[config.mk]
export PLATFORM = sky130hd
export DESIGN_NAME = dpmp_mailbox_pair
export DESIGN_NICKNAME = d
export VERILOG_FILES = /design/src/pkg/dpmp_pkg.sv /design/src/verilog/dpmp_mailbox_pair.sv
export SDC_FILE = /design/constraint.sdc
export NUM_CORES = 1
export LEC_CHECK = 0
export ABC_AREA = 1
export BUFFER_PORTS_ARGS = -buffer_cell sky130_fd_sc_hd__buf_2
export CORE_MARGIN = 2
export CORE_UTILIZATION = 53
export DETAILED_ROUTE_END_ITERATION = 7
export PLACE_DENSITY_LB_ADDON = 0.25
export SYNTH_ARGS = -nofsm -noshare
export SYNTH_HDL_FRONTEND = slang
export SYNTH_SLANG_ARGS = --single-unit
[constraint.sdc]
create_clock -name mclk_in -period 1.9 [get_ports mclk_in]
set_input_delay 0.285 -clock mclk_in [delete_from_list [all_inputs] [get_ports mclk_in]]
set_output_delay 0.285 -clock mclk_in [all_outputs]
set_load 0.005 [all_outputs]
[src/pkg/dpmp_pkg.sv]
// shared constants and types for the dual port mailbox pair
package dpmp_pkg;
  localparam int unsigned MAIL_WIDTH      = 36;
  localparam logic [35:0] MAIL_RESET      = 36'h0;
  localparam logic        FULL_N_RESET    = 1'b1;
  localparam logic        CLK_PREV_RESET  = 1'b0;
  localparam logic        OE_RESET        = 1'b0;
  localparam logic        PORT_A_WRITE    = 1'b1;
  localparam logic        PORT_B_WRITE    = 1'b0;

  typedef logic [MAIL_WIDTH-1:0] dpmp_word_type;

  typedef struct packed {
    logic chip_select_n;
    logic direction;
    logic transfer_gate;
    logic mailbox_select;
  } dpmp_port_ctrl_type;

  // true when the port asks for a transfer in the given direction
  function automatic logic dpmp_selected(input dpmp_port_ctrl_type c,
                                         input logic want_dir);
    dpmp_selected = !c.chip_select_n && c.transfer_gate
                    && (c.direction == want_dir);
  endfunction : dpmp_selected
endpackage : dpmp_pkg

[src/verilog/dpmp_mailbox_pair.sv]
// two mail registers with full flags between port a and port b
// Overview of operation
// - two 36-bit mail registers, one each way
// - mailbox select steers transfer to mail
// - port a write stores a-to-b word
// - port b write stores b-to-a word
// - accepted write drives full flag low
// - writes ignored while full flag low
// - port b out: fifo or a-to-b mail
// - port a out always b-to-a mail
// - port b mail read releases a-to-b flag
// - port a mail read releases b-to-a flag
// - reads leave stored mail unchanged
module dpmp_mailbox_pair
  import dpmp_pkg::*;
(
  input  wire logic               mclk_in,
  input  wire logic               nrst_in,
  input  wire logic               port_a_clock_in,
  input  wire logic               port_b_clock_in,
  input  wire dpmp_port_ctrl_type port_a_ctrl_in,
  input  wire dpmp_port_ctrl_type port_b_ctrl_in,
  input  wire dpmp_word_type      port_a_data_bus_in,
  input  wire dpmp_word_type      port_b_data_bus_in,
  input  wire dpmp_word_type      fifo_output_word_in,
  output logic [35:0]             port_a_data_bus_out,
  output logic                    port_a_data_bus_oe_out,
  output logic [35:0]             port_b_data_bus_out,
  output logic                    port_b_data_bus_oe_out,
  output logic                    a_to_b_mail_full_n_out,
  output logic                    b_to_a_mail_full_n_out
);

  dpmp_word_type a_to_b_mail_register;
  dpmp_word_type b_to_a_mail_register;
  dpmp_word_type next_a_to_b_mail_register;
  dpmp_word_type next_b_to_a_mail_register;
  logic          port_a_clock_prev;
  logic          port_b_clock_prev;
  logic          a_to_b_mail_full_n;
  logic          b_to_a_mail_full_n;
  logic          next_a_to_b_mail_full_n;
  logic          next_b_to_a_mail_full_n;
  logic          port_a_edge;
  logic          port_b_edge;
  logic          a_mail_write;
  logic          a_mail_read;
  logic          b_mail_write;
  logic          b_mail_read;
  logic          a_mail_accept;
  logic          b_mail_accept;
  dpmp_word_type next_port_a_data_bus;
  dpmp_word_type next_port_b_data_bus;
  logic          next_port_a_oe;
  logic          next_port_b_oe;

  // rising edge of a sampled port clock: high now, low one mclk ago
  function automatic logic port_rise(input logic now_level,
                                     input logic prev_level);
    port_rise = now_level && !prev_level;
  endfunction : port_rise

  // a mail transfer on one port in the wanted direction
  function automatic logic mail_access(input logic               rise,
                                       input dpmp_port_ctrl_type ctrl,
                                       input logic               want_dir);
    mail_access = rise && ctrl.mailbox_select
                  && dpmp_selected(ctrl, want_dir);
  endfunction : mail_access

  // set beats clear: a far read in the same cycle must not lose new mail
  function automatic logic flag_next(input logic full_n,
                                     input logic accept,
                                     input logic far_read);
    if (accept) begin
      flag_next = 1'b0;
    end else if (far_read) begin
      flag_next = 1'b1;
    end else begin
      flag_next = full_n;
    end
  endfunction : flag_next

  // drive only while selected for a read; the gate is not needed here
  function automatic logic drive_enable(input dpmp_port_ctrl_type ctrl,
                                        input logic               write_dir);
    drive_enable = !ctrl.chip_select_n && (ctrl.direction != write_dir);
  endfunction : drive_enable

  // port clocks arrive synchronous to mclk, so one history flop suffices
  always_ff @(posedge mclk_in or negedge nrst_in) begin
    if (!nrst_in) begin
      port_a_clock_prev <= CLK_PREV_RESET;
    end else begin
      port_a_clock_prev <= port_a_clock_in;
    end
  end

  always_ff @(posedge mclk_in or negedge nrst_in) begin
    if (!nrst_in) begin
      port_b_clock_prev <= CLK_PREV_RESET;
    end else begin
      port_b_clock_prev <= port_b_clock_in;
    end
  end

  assign port_a_edge = port_rise(port_a_clock_in, port_a_clock_prev);
  assign port_b_edge = port_rise(port_b_clock_in, port_b_clock_prev);

  assign a_mail_write = mail_access(port_a_edge, port_a_ctrl_in,
                                    PORT_A_WRITE);
  assign a_mail_read  = mail_access(port_a_edge, port_a_ctrl_in,
                                    !PORT_A_WRITE);
  assign b_mail_write = mail_access(port_b_edge, port_b_ctrl_in,
                                    PORT_B_WRITE);
  assign b_mail_read  = mail_access(port_b_edge, port_b_ctrl_in,
                                    !PORT_B_WRITE);

  // a full mailbox refuses the write so the unread word survives
  assign a_mail_accept = a_mail_write && a_to_b_mail_full_n;
  assign b_mail_accept = b_mail_write && b_to_a_mail_full_n;

  // reads never feed the mail registers, so stored words stay intact
  always_comb begin
    next_a_to_b_mail_register = a_to_b_mail_register;
    if (a_mail_accept) begin
      next_a_to_b_mail_register = port_a_data_bus_in;
    end
  end

  always_comb begin
    next_b_to_a_mail_register = b_to_a_mail_register;
    if (b_mail_accept) begin
      next_b_to_a_mail_register = port_b_data_bus_in;
    end
  end

  always_ff @(posedge mclk_in or negedge nrst_in) begin
    if (!nrst_in) begin
      a_to_b_mail_register <= MAIL_RESET;
    end else begin
      a_to_b_mail_register <= next_a_to_b_mail_register;
    end
  end

  always_ff @(posedge mclk_in or negedge nrst_in) begin
    if (!nrst_in) begin
      b_to_a_mail_register <= MAIL_RESET;
    end else begin
      b_to_a_mail_register <= next_b_to_a_mail_register;
    end
  end

  assign next_a_to_b_mail_full_n = flag_next(a_to_b_mail_full_n,
                                             a_mail_accept, b_mail_read);
  assign next_b_to_a_mail_full_n = flag_next(b_to_a_mail_full_n,
                                             b_mail_accept, a_mail_read);

  always_ff @(posedge mclk_in or negedge nrst_in) begin
    if (!nrst_in) begin
      a_to_b_mail_full_n <= FULL_N_RESET;
    end else begin
      a_to_b_mail_full_n <= next_a_to_b_mail_full_n;
    end
  end

  always_ff @(posedge mclk_in or negedge nrst_in) begin
    if (!nrst_in) begin
      b_to_a_mail_full_n <= FULL_N_RESET;
    end else begin
      b_to_a_mail_full_n <= next_b_to_a_mail_full_n;
    end
  end

  // flags as outputs cost one more mclk of latency but come from a flop
  always_ff @(posedge mclk_in or negedge nrst_in) begin
    if (!nrst_in) begin
      a_to_b_mail_full_n_out <= FULL_N_RESET;
    end else begin
      a_to_b_mail_full_n_out <= a_to_b_mail_full_n;
    end
  end

  always_ff @(posedge mclk_in or negedge nrst_in) begin
    if (!nrst_in) begin
      b_to_a_mail_full_n_out <= FULL_N_RESET;
    end else begin
      b_to_a_mail_full_n_out <= b_to_a_mail_full_n;
    end
  end

  // port b shows the fifo word unless the mailbox is selected
  always_comb begin
    if (port_b_ctrl_in.mailbox_select) begin
      next_port_b_data_bus = a_to_b_mail_register;
    end else begin
      next_port_b_data_bus = fifo_output_word_in;
    end
  end

  assign next_port_a_data_bus = b_to_a_mail_register;
  assign next_port_a_oe = drive_enable(port_a_ctrl_in, PORT_A_WRITE);
  assign next_port_b_oe = drive_enable(port_b_ctrl_in, PORT_B_WRITE);

  // drivers follow the controls one mclk late; bus owner must allow for it
  always_ff @(posedge mclk_in or negedge nrst_in) begin
    if (!nrst_in) begin
      port_a_data_bus_out <= MAIL_RESET;
    end else begin
      port_a_data_bus_out <= next_port_a_data_bus;
    end
  end

  always_ff @(posedge mclk_in or negedge nrst_in) begin
    if (!nrst_in) begin
      port_a_data_bus_oe_out <= OE_RESET;
    end else begin
      port_a_data_bus_oe_out <= next_port_a_oe;
    end
  end

  always_ff @(posedge mclk_in or negedge nrst_in) begin
    if (!nrst_in) begin
      port_b_data_bus_out <= MAIL_RESET;
    end else begin
      port_b_data_bus_out <= next_port_b_data_bus;
    end
  end

  always_ff @(posedge mclk_in or negedge nrst_in) begin
    if (!nrst_in) begin
      port_b_data_bus_oe_out <= OE_RESET;
    end else begin
      port_b_data_bus_oe_out <= next_port_b_oe;
    end
  end

endmodule : dpmp_mailbox_pair

==> summary.md, run 1 <==
| Metric | Value |
|---|---|
| Layout Cells excl Fill | 895 |
| Fin crit period | 1.538 ns |
| Placed inst area | 0.006539 sq mm |
| R2R depth | 5 |
| FF-to-FF End | b_to_a_mail_register[19] |
| Area Overhead vs Synth | 45.62% |
| Startpoint types | flip-flop |
| 1st-pass router iterations | 4 |
| Worst Skew | 0.009071 ns |
| Total Power | 8.143 mW |
| Reg clk slew, reported paths | 0.06 ns |
| F_max | 650.3 MHz |
| M2 GR Usage | 41.94% |
| Synth Warn # | 0 |
| Post-CTS Resized | 0 |
| Fraction of layout cells with a size suffix above 1 | 37.15% |
| Gr ovfl total | 0 |
| R2R setup slack | 0.36 ns |
| Initial antenna violation count | 0 |
| Final design utilization | 78.62% |
| Die span in x | 105.9 microns |
| Routed len/inst | 14.94 microns |
| Min-delay src | fifo_output_word_in[17] |
| First-pass GRT wire length | 21510 microns |
| CP arrival | 1.94 ns |
| Synth Area in Adders | 0% |
| Max rail drop VDD | 559.4 uV |
| Ant diodes | 0 |
| WS Path Type | flip-flop to flip-flop |
| Met3 Use GR | 7.607% |
| Library cells used by synthesis | 18 |
| HP Class | input port to flip-flop |
| Reg2reg start | b_to_a_mail_full_n |
| Die area | 0.01121 sq mm |
| Largest net degree at the start of global routing | 67 |
| Simple-gate portion of the synthesized area | 19.36% |
| Setup TNS | 0 ns |
| PortBufs | 195 |
| Post-route ant nets | 0 |
| Gpl congestion | 0.8017 |
| Setup violations, final | 0 |
| Most common cell after layout, fill and taps aside | buf_2 |
| Unrepaired setup endpoints after global routing | no |
| Max Transition Viols Final | 0 |
| FF+latch count, synth | 152 |
| DRT iter0 DRCs | 210 |
| Largest family of logic cells by synthesized area | simple AND/OR/NAND/NOR gates |
| Post-synthesis net count | 579 |
| Dpl cells | 773 |
| Initial core utilization | 53.99% |
| Vias in the first global route | 4538 |
| Clk buf depth | 2 |
| TritonCTS clock tree | built |
| Worst slew pin tran | 0.4369 ns |
| Seq/Total Area, Yosys | 69.26% |
| Final WL | 13370 microns |
| CTS sink count | 152 |
| FILL cells | 634 |
| H-tree depth | 4 |
| CORE AREA | 0.01018 sq mm |
| Worst Setup End Kind | flip-flop |
| Avg Cell Area, Syn | 11.98 sq um |
| Busiest grt layer | met2 |
| Xor and xnor area share after synthesis | 0% |
| Total number of vias | 4351 |
| Die H | 105.9 microns |
| Leak pwr | 4.406 nW |
| Mapped cell area | 0.005499 sq mm |
| Vias/cell | 4.861 |
| DP HPWL | 7998 microns |
| Num CTS Buffers | 17 |
| Crit-path max FO | 36 |
| DR DRC count | 0 |
| Postcts setup bufs | 0 |
| Required time of the critical path | 2.30 ns |
| Compound-gate portion of the synthesized area | 0.09101% |
| Mapped Cells | 459 |
| Mux share of post-synthesis cell area | 7.372% |
| CTS Hold Bufs | 87 |
| Hold Violations, Final | 0 |
| Hold path endpoint | port_b_data_bus_out[17] |
| Nets | 867 |
| MaxCap Viol Count | 0 |
| Max-slew headroom | 70.87% |
| Design area | 0.008008 sq mm |
| Status | completed |
| Skew-Pair Late Insertion Delay | 0.51 ns |
| CTS root buf | clkbuf_8 |
| GRT Resource Usage Total | 25.11% |
| FP Rows | 37 |
| Worst hold stages | 2 |
| Period utilization | 80.93% |
| IO Pins | 196 |
| Pwr Density | 1017 mW/mm^2 |
| Commonest cells after routing, fill and taps aside | buf_2, nand2_1, dfrtp_1, dlygate4sd3_1, nand3_1 |
| Grt met1 use | 30.26% |
==> worst max-delay path by stage <==
stage                                     endpoint  slack (ns)               start  cells past startpoint
after floorplan           a_to_b_mail_register[25]        0.68  a_to_b_mail_full_n                      6
after global placement    b_to_a_mail_register[35]        0.37   port_b_ctrl_in[0]                      6
after detailed placement   b_to_a_mail_register[6]        0.35   port_b_ctrl_in[0]                      6
after CTS                 b_to_a_mail_register[19]        0.35  b_to_a_mail_full_n                      5
after global routing      b_to_a_mail_register[19]        0.24  b_to_a_mail_full_n                      5
final                     b_to_a_mail_register[19]        0.36  b_to_a_mail_full_n                      5
==> cell families after synthesis <==
kind of cell,Yosys count
simple gates,239
flops,152
mux,36
buf+inv,31
compound gates,1
==> flip-flops by register name, summed over array words and instances (netlist names), 36 cells and up <==
| register | flops |
|---|---|
| port_b_data_bus_out | 36 |
| a_to_b_mail_register | 36 |
| b_to_a_mail_register | 36 |
| port_a_data_bus_out | 36 |
==> where the power goes <==
part / internal, mW / total (mW) / switching, mW
Combinational: 0.556 / 1.05 / 0.497
Clock: 1.89 / 3.15 / 1.26
Sequential: 3.73 / 3.94 / 0.204
==> layer usage <==
metal	vias up	part of all wire (%)
met5	-	0
met4	0	2.6
met3	27	6.2
met2	168	52
met1	2099	40
li1	2057	-
==> layout make-up <==
class	count	area [sq um]	area share (%)
inverters	8	32.53	0.4062
flip-flops and latches	152	3809	47.56
multi-input cells	276	1475	18.42
well taps	136	170.2	2.125
clock buffers	19	431.7	5.391
clock inverters	12	126.4	1.578
repair buffers	292	1963	24.52
==> worst max-delay path, stage by stage (launching register included) <==
cell,delay [ns]
dfstp_2,0.55
nand2_2,0.09
nor2_8,0.26
nand2_4,0.29
nand2_1,0.16
nand2_1,0.07
==> per-stage QoR <==
step	setup slack, ns	hold WS (ns)
CTS	0.3530	0.00006084
floorplan	0.6782	-0.01059
global placement	0.3736	0.2273
finish	0.3624	0.01558
global route	0.2401	0.0004335
detailed placement	0.3531	0.2293
==> cells in the mapped netlist <==
master	instances	area, sq um
inv_4	1	6.260
inv_2	1	3.750
nor2_1	9	33.78
nor2_8	2	40.04
nand2_2	3	18.77
mux2_2	36	405.4
nand2_1	148	555.5
buf_2	5	25.02
buf_6	6	67.56
dfstp_2	4	105.1
nand3_4	1	17.52
nor2_4	1	11.26
buf_4	12	90.09
dfrtp_1	148	3704
nand3_1	73	365.4
a21oi_1	1	5.000
inv_1	6	22.52
nand2_4	2	22.52
Power figures use the tool's default switching activity.
==> inputs of run 2 (changes only) <==
--- a/config.mk
+++ b/config.mk
@@ -8,7 +8,7 @@
 export ABC_AREA = 1
 export BUFFER_PORTS_ARGS = -buffer_cell sky130_fd_sc_hd__buf_2
 export CORE_MARGIN = 2
-export CORE_UTILIZATION = 53
+export CORE_UTILIZATION = 49
 export DETAILED_ROUTE_END_ITERATION = 7
 export PLACE_DENSITY_LB_ADDON = 0.25
 export SYNTH_ARGS = -nofsm -noshare
==> constraint.sdc (replaced) <==
create_clock -name mclk_in -period 1.5 [get_ports mclk_in]
set_input_delay 0.225 -clock mclk_in [delete_from_list [all_inputs] [get_ports mclk_in]]
set_output_delay 0.225 -clock mclk_in [all_outputs]
set_load 0.005 [all_outputs]
==> run 2 against run 1 <==
Design area grew 3.8%. Utilization decreased by 2.3 points. Non-clock buffer count up 29. Routed wire length up 10%. Setup slack lost 0.25 ns. Clock skew grew 0.0019 ns. Die area rose by 7.8%. Sequential share of layout area decreased by 1.8 points. Combinational power increased by 35%. Largest power group unchanged.
==> summary.md, run 2 (synthesis results as in run 1) <==
| Metric | Value |
|---|---|
| Gpl congestion | 0.7724 (-3.7%) |
| CP max-delay cell | dfstp_2 |
| CTS Hold Bufs | 115 (+32%) |
| FP Rows | 38 (+2.7%) |
| Crit path cell chain | buf_2 |
| First-pass GRT wire length | 22770 microns (+5.9%) |
| TritonCTS clock tree | built |
| Fraction of layout cells with a size suffix above 1 | 36.63% (-0.53 points) |
| Clk buf depth | 2 (unchanged) |
| DRT iter0 DRCs | 248 (+18%) |
| Startpoint types | flip-flop |
| F_max | 720.0 MHz |
| Final WL | 14780 microns (+10%) |
| Unrepaired setup endpoints after global routing | no |
| Die area | 0.01209 sq mm (+7.8%) |
| Ant diodes | 0 (unchanged) |
| CORE AREA | 0.01089 sq mm (+6.9%) |
| Delay-heaviest family, CP | flip-flops |
| Post-CTS Resized | 0 (unchanged) |
| Nets | 896 (+3.3%) |
| Period utilization | 92.59% |
| Switching share of power | 25.98% (+1.9 points) |
| Final worst-path setup slack | 0.1111 ns (-0.2512 ns) |
| Part of the power in registers | 47.8% (-0.6 points) |
| Logic pwr share | 13.6% (+0.7 points) |
| Area Overhead vs Synth | 51.19% |
| Slowest stage delay, CP | 0.52 ns (-0.03 ns) |
| Commonest cells after routing, fill and taps aside | buf_2, nand2_1, dfrtp_1, dlygate4sd3_1, nand3_1 |
| Die H | 109.9 microns (+3.8%) |
| Total number of vias | 4589 (+5.5%) |
| Reg clk slew, reported paths | 0.07 ns (about the same) |
| Worst slew pin tran | 0.3913 ns (-0.04567 ns) |
| Max Transition Viols Final | 0 (unchanged) |
| FILL cells | 687 (+8.4%) |
| MaxCap Viol Count | 0 (unchanged) |
| Setup TNS | 0 ns (unchanged) |
| Pint | 7.721 mW (+25%) |
| Post-route ant nets | 0 (unchanged) |
| Die span in x | 109.9 microns (+3.8%) |
| Hold Violations, Final | 0 (unchanged) |
| Fin crit period | 1.389 ns |
| 1st-pass router iterations | 4 (unchanged) |
| Vias in the first global route | 4926 (+8.6%) |
| Status | completed |
| Leak pwr | 4.534 nW (+2.9%) |
| Skew-Pair Late Insertion Delay | 0.53 ns (+0.02 ns) |
| Setup violations, final | 0 (unchanged) |
| Worst Skew | 0.01101 ns (+0.001940 ns) |
| H-tree depth | 4 (unchanged) |
| Postcts setup bufs | 0 (unchanged) |
| Sw Pwr | 2.710 mW (+38%) |
| HP Class | input port to flip-flop |
| DR DRC count | 0 (unchanged) |
| Required time of the critical path | 1.27 ns (-1.03 ns) |
| Pre-CTS WS | 0.1451 ns (-0.2080 ns) |
| Largest net degree at the start of global routing | 51 (-24%) |
| Num CTS Buffers | 17 (unchanged) |
| GRT Resource Usage Total | 25.17% (+0.055 points) |
| Vias/cell | 4.940 (+1.6%) |
| DP HPWL | 8657 microns (+8.2%) |
| CP Buf/Inv Count | 1 (+1) |
| CTS root buf | clkbuf_8 |
| CP arrival | 1.16 ns (-0.78 ns) |
| Total Power | 10.43 mW (+28%) |
| Max-slew headroom | 73.89% (+3.0 points) |
| Initial core utilization | 50.51% (-3.5 points) |
| Max rail drop VDD | 772.1 uV (+38%) |
| Pwr Density | 1255 mW/mm^2 (+23%) |
| Most common cell after layout, fill and taps aside | buf_2 |
| Routed len/inst | 15.91 microns (+6.4%) |
| IO Pins | 196 (unchanged) |
| CTS sink count | 152 (unchanged) |
| Crit-path max FO | 1 (-97%) |
| Initial antenna violation count | 0 (unchanged) |
| PortBufs | 195 (unchanged) |
| Min Hold Slack | 0.01747 ns (+0.001896 ns) |
| WS Path Type | flip-flop to output port |
| Worst Setup End Kind | output port |
| Gr ovfl total | 0 (unchanged) |
| Clock Power Share | 38.5% (-0.2 points) |
## run 2: cell count changes in the layout (fill, tap and decap cells not counted), sizes merged
cell / change
clkinv: -1
inv: +4
dlygate4sd3: +24
clkbuf: -2
bufinv: -1
buf: +5
clkinvlp: +1
## run 2: power by group through the flow
stage          Combinational, mW  Sequential (mW)  Clock, mW
6_report                    1.42             4.99       4.02
3_3_place_gp                1.13             5.03          0
5_1_grt                     1.58             5.05       4.22
2_1_floorplan              0.466             5.04          0
4_1_cts                     1.41             4.98       4.06
3_5_place_dp                1.17             5.05          0
## run 2: per-stage QoR
step           cells  cell area [sq um]  util (%)
4_1_cts          929               8314     76.36
5_1_grt          929               8314     76.36
6_report         929               8314     76.36
3_5_place_dp     782               6606     60.68
2_1_floorplan    459               5499         -
3_3_place_gp     782               6606     60.68
## run 2: layout make-up
cell class	instances	area, sq um	area share [%]
multi-input combinational	276	1475	17.74
tap	140	175.2	2.107
inverter	8	32.53	0.3913
clock inverter	15	142.6	1.716
clock buffer	17	414.1	4.981
timing repair buffer	321	2266	27.25
sequential	152	3809	45.81
## run 2: worst paths after layout
| path | from | to | slack [ns] | cells after the start |
|---|---|---|---|---|
| min in group asynchronous | nrst_in | port_b_data_bus_out[13] | 0.14 | 2 |
| min reg2reg | b_to_a_mail_register[7] | port_a_data_bus_out[7] | 0.37 | 0 |
| max | b_to_a_mail_full_n_out | b_to_a_mail_full_n_out | 0.11 | 1 |
| max in group asynchronous | nrst_in | a_to_b_mail_full_n_out | 0.73 | 3 |
| max reg2reg | port_b_clock_prev | b_to_a_mail_register[31] | 0.12 | 6 |
| min | port_b_data_bus_in[9] | b_to_a_mail_register[9] | 0.02 | 3 |
## run 2: worst register-to-register path, cell delays in order, from the launching register on
cell and delay, ns:
dfrtp_1 0.36, inv_1 0.09, nand3_4 0.09, inv_4 0.19, nand2_4 0.27, nand2_1 0.18, nand2_1 0.07
## run 2: layer usage
layer	track usage, %	wire [microns]	vias up
li1	-	-	2114
met1	28.23	5581	2226
met2	43.51	7637	206
met3	8.062	1083	43
met4	11.57	473	0
met5	0	0	-
==> inputs of run 3 (changes only) <==
--- a/config.mk
+++ b/config.mk
@@ -9,6 +9,7 @@
 export BUFFER_PORTS_ARGS = -buffer_cell sky130_fd_sc_hd__buf_2
 export CORE_MARGIN = 2
 export CORE_UTILIZATION = 49
+export CTS_BUF_LIST = sky130_fd_sc_hd__clkbuf_16
 export DETAILED_ROUTE_END_ITERATION = 7
 export PLACE_DENSITY_LB_ADDON = 0.25
 export SYNTH_ARGS = -nofsm -noshare
==> run 3 against run 2 <==
Worst hold slack gained 0.023 ns. Setup slack lost 0.0086 ns. First-iteration DRC count shrank 17%. Critical path type is now input port to flip-flop.
==> summary.md, run 3 (synthesis results as in run 1) <==
| Metric | Value |
|---|---|
| Status | completed |
| CP Buf/Inv Count | 3 (+2) |
| DP HPWL | 8657 microns (unchanged) |
| Total Power | 10.21 mW (-2.1%) |
| Pwr Density | 1411 mW/mm^2 (+13%) |
| Largest net degree at the start of global routing | 51 (unchanged) |
| R2R setup slack | 0.14 ns (+0.02 ns) |
| Post-CTS Resized | 0 (unchanged) |
| Setup TNS | 0 ns (unchanged) |
| Reg clk slew, reported paths | 0.06 ns (about the same) |
| Clk buf depth | 2 (unchanged) |
| Vias in the first global route | 4118 (-16%) |
| Most common cell after layout, fill and taps aside | buf_2 |
| CORE AREA | 0.01089 sq mm (unchanged) |
| FILL cells | 860 (+25%) |
| TritonCTS clock tree | built |
| Min-delay src | port_b_data_bus_in[32] |
| GRT Resource Usage Total | 21.31% (-3.9 points) |
| Gpl congestion | 0.7724 (unchanged) |
| Die area | 0.01209 sq mm (unchanged) |
| Delay-heaviest family, CP | buffers and inverters |
| Reg2reg start | port_b_clock_prev |
| FP Rows | 38 (unchanged) |
| Crit path cell chain | dlygate4sd3_1 -> buf_2 -> nand3_4 -> inv_4 -> nand2_4 -> nand2_1 -> nand2_1 |
| Vias/cell | 4.938 (about the same) |
| Die H | 109.9 microns (unchanged) |
| Worst path most repeated cell | nand2_1 |
| Min Hold Slack | 0.04037 ns (+0.02289 ns) |
| Max-slew headroom | 73.79% (-0.11 points) |
| Routed len/inst | 15.19 microns (-4.5%) |
| CTS root buf | clkbuf_16 |
| Worst Setup End Kind | flip-flop |
| MaxCap Viol Count | 0 (unchanged) |
| Grt met1 use | 26.40% (-1.8 points) |
| Max rail drop VDD | 738.9 uV (-4.3%) |
| CP arrival | 1.70 ns (+0.54 ns) |
| Final WL | 12450 microns (-16%) |
| Ant diodes | 0 (unchanged) |
| Setup violations, final | 0 (unchanged) |
| HP Class | input port to flip-flop |
| DR DRC count | 0 (unchanged) |
| Startpoint types | input port |
| Nets | 787 (-12%) |
| CP max-delay cell | dlygate4sd3_1 |
| R2R depth | 6 (unchanged) |
| Gr ovfl total | 0 (unchanged) |
| Num CTS Buffers | 17 (unchanged) |
| IO Pins | 196 (unchanged) |
| CTS sink count | 152 (unchanged) |
| FF-to-FF End | b_to_a_mail_register[31] |
| Required time of the critical path | 1.80 ns (+0.53 ns) |
| Worst hold stages | 3 (unchanged) |
| DRT iter0 DRCs | 206 (-17%) |
| Area taken by multi-input logic gates | 0.001475 sq mm (unchanged) |
| Fraction of layout cells with a size suffix above 1 | 42.50% (+5.9 points) |
| F_max | 715.6 MHz (-0.61%) |
| Area Overhead vs Synth | 31.56% |
| Leak pwr | 4.082 nW (-10%) |
| PortBufs | 195 (unchanged) |
| Skew-Pair Late Insertion Delay | 0.41 ns (-0.12 ns) |
| FF+latch area | 0.003809 sq mm (unchanged) |
| Initial antenna violation count | 0 (unchanged) |
| Total number of vias | 4049 (-12%) |
| Die span in x | 109.9 microns (unchanged) |
| Worst Skew | 0.006154 ns (-0.004857 ns) |
| Met3 Use GR | 6.343% (-1.7 points) |
| Post-route ant nets | 0 (unchanged) |
| First-pass GRT wire length | 19540 microns (-14%) |
| Hold Violations, Final | 0 (unchanged) |
| Crit-path max FO | 36 (+35) |
| Max Transition Viols Final | 0 (unchanged) |
| M2 GR Usage | 34.84% (-8.7 points) |
| Period utilization | 93.16% (+0.57 points) |
| Hold path endpoint | b_to_a_mail_register[32] |
| WS Path Type | input port to flip-flop |
| Worst slew pin tran | 0.3929 ns (+0.001603 ns) |
| Initial core utilization | 50.51% (unchanged) |
| Fin crit period | 1.397 ns (+0.008564 ns) |
| 1st-pass router iterations | 4 (unchanged) |
| Slowest stage delay, CP | 0.52 ns (about the same) |
| Unrepaired setup endpoints after global routing | no |
| Busiest grt layer | met2 |
| H-tree depth | 4 (unchanged) |
| Commonest cells after routing, fill and taps aside | buf_2, nand2_1, dfrtp_1, nand3_1, mux2_2 |
run 3: cell types whose count changed in the layout (fill, tap and decap cells not counted):
cell,previous run,this run
clkbuf_8,1,0
clkbuf_16,16,17
dlygate4sd3_1,115,6
run 3: worst max-delay path by stage:
stage,startpoint,to,slack (ns),cells after the start
detailed placement,a_to_b_mail_full_n,a_to_b_mail_register[20],0.15,5
global placement,a_to_b_mail_full_n,a_to_b_mail_register[17],0.21,5
CTS,port_b_clock_in,b_to_a_mail_register[31],0.11,7
global route,port_a_ctrl_in[3],a_to_b_mail_register[25],0.002,8
floorplan,a_to_b_mail_full_n,a_to_b_mail_register[25],0.28,6
finish,port_b_clock_in,b_to_a_mail_register[31],0.10,7
run 3: worst reg2reg max path: cells and delay by family, from the launching register on:
kind	cells	cell delay, ns
buffers and inverters	2	0.28
flip-flops	1	0.36
AND/OR/NAND/NOR	4	0.62
run 3: layout make-up:
class,instances,share of cell area [%]
Multi-Input combinational cell,276,20.39
Tap cell,140,2.421
Sequential cell,152,52.65
Clock inverter,15,1.972
Timing Repair Buffer,212,16.24
Inverter,8,0.4497
Clock buffer,17,5.880
run 3: per-layer routing:
layer	part of all wire (%)	vias up
li1	-	1899
met2	50	159
met5	0	-
met3	7.0	21
met4	2.1	0
met1	41	1970
run 3: metrics by stage:
step | utilization (%) | cells | area (sq um) | setup slack, ns
global placement | 60.68 | 782 | 6606 | 0.2105
detailed placement | 60.68 | 782 | 6606 | 0.1451
global route | 66.44 | 820 | 7234 | 0.001998
floorplan | - | 459 | 5499 | 0.2782
CTS | 66.44 | 820 | 7234 | 0.1134
finish | 66.44 | 820 | 7234 | 0.1026
run 3: power breakdown:
| part | leakage [nW] | total, mW | switching [mW] | internal, mW |
|---|---|---|---|---|
| clock network | 0.274 | 4.06 | 1.74 | 2.32 |
| registers | 1.97 | 4.98 | 0.255 | 4.73 |
| logic | 1.84 | 1.17 | 0.596 | 0.574 |
run 3: what timing repair did:
| item | CTS | global route |
|---|---|---|
| hold endpoints to repair | 62 | 0 |
| hold buffers | 6 | 0 |
| buffers inserted | 0 | 0 |
| setup endpoints to repair | 0 | 0 |
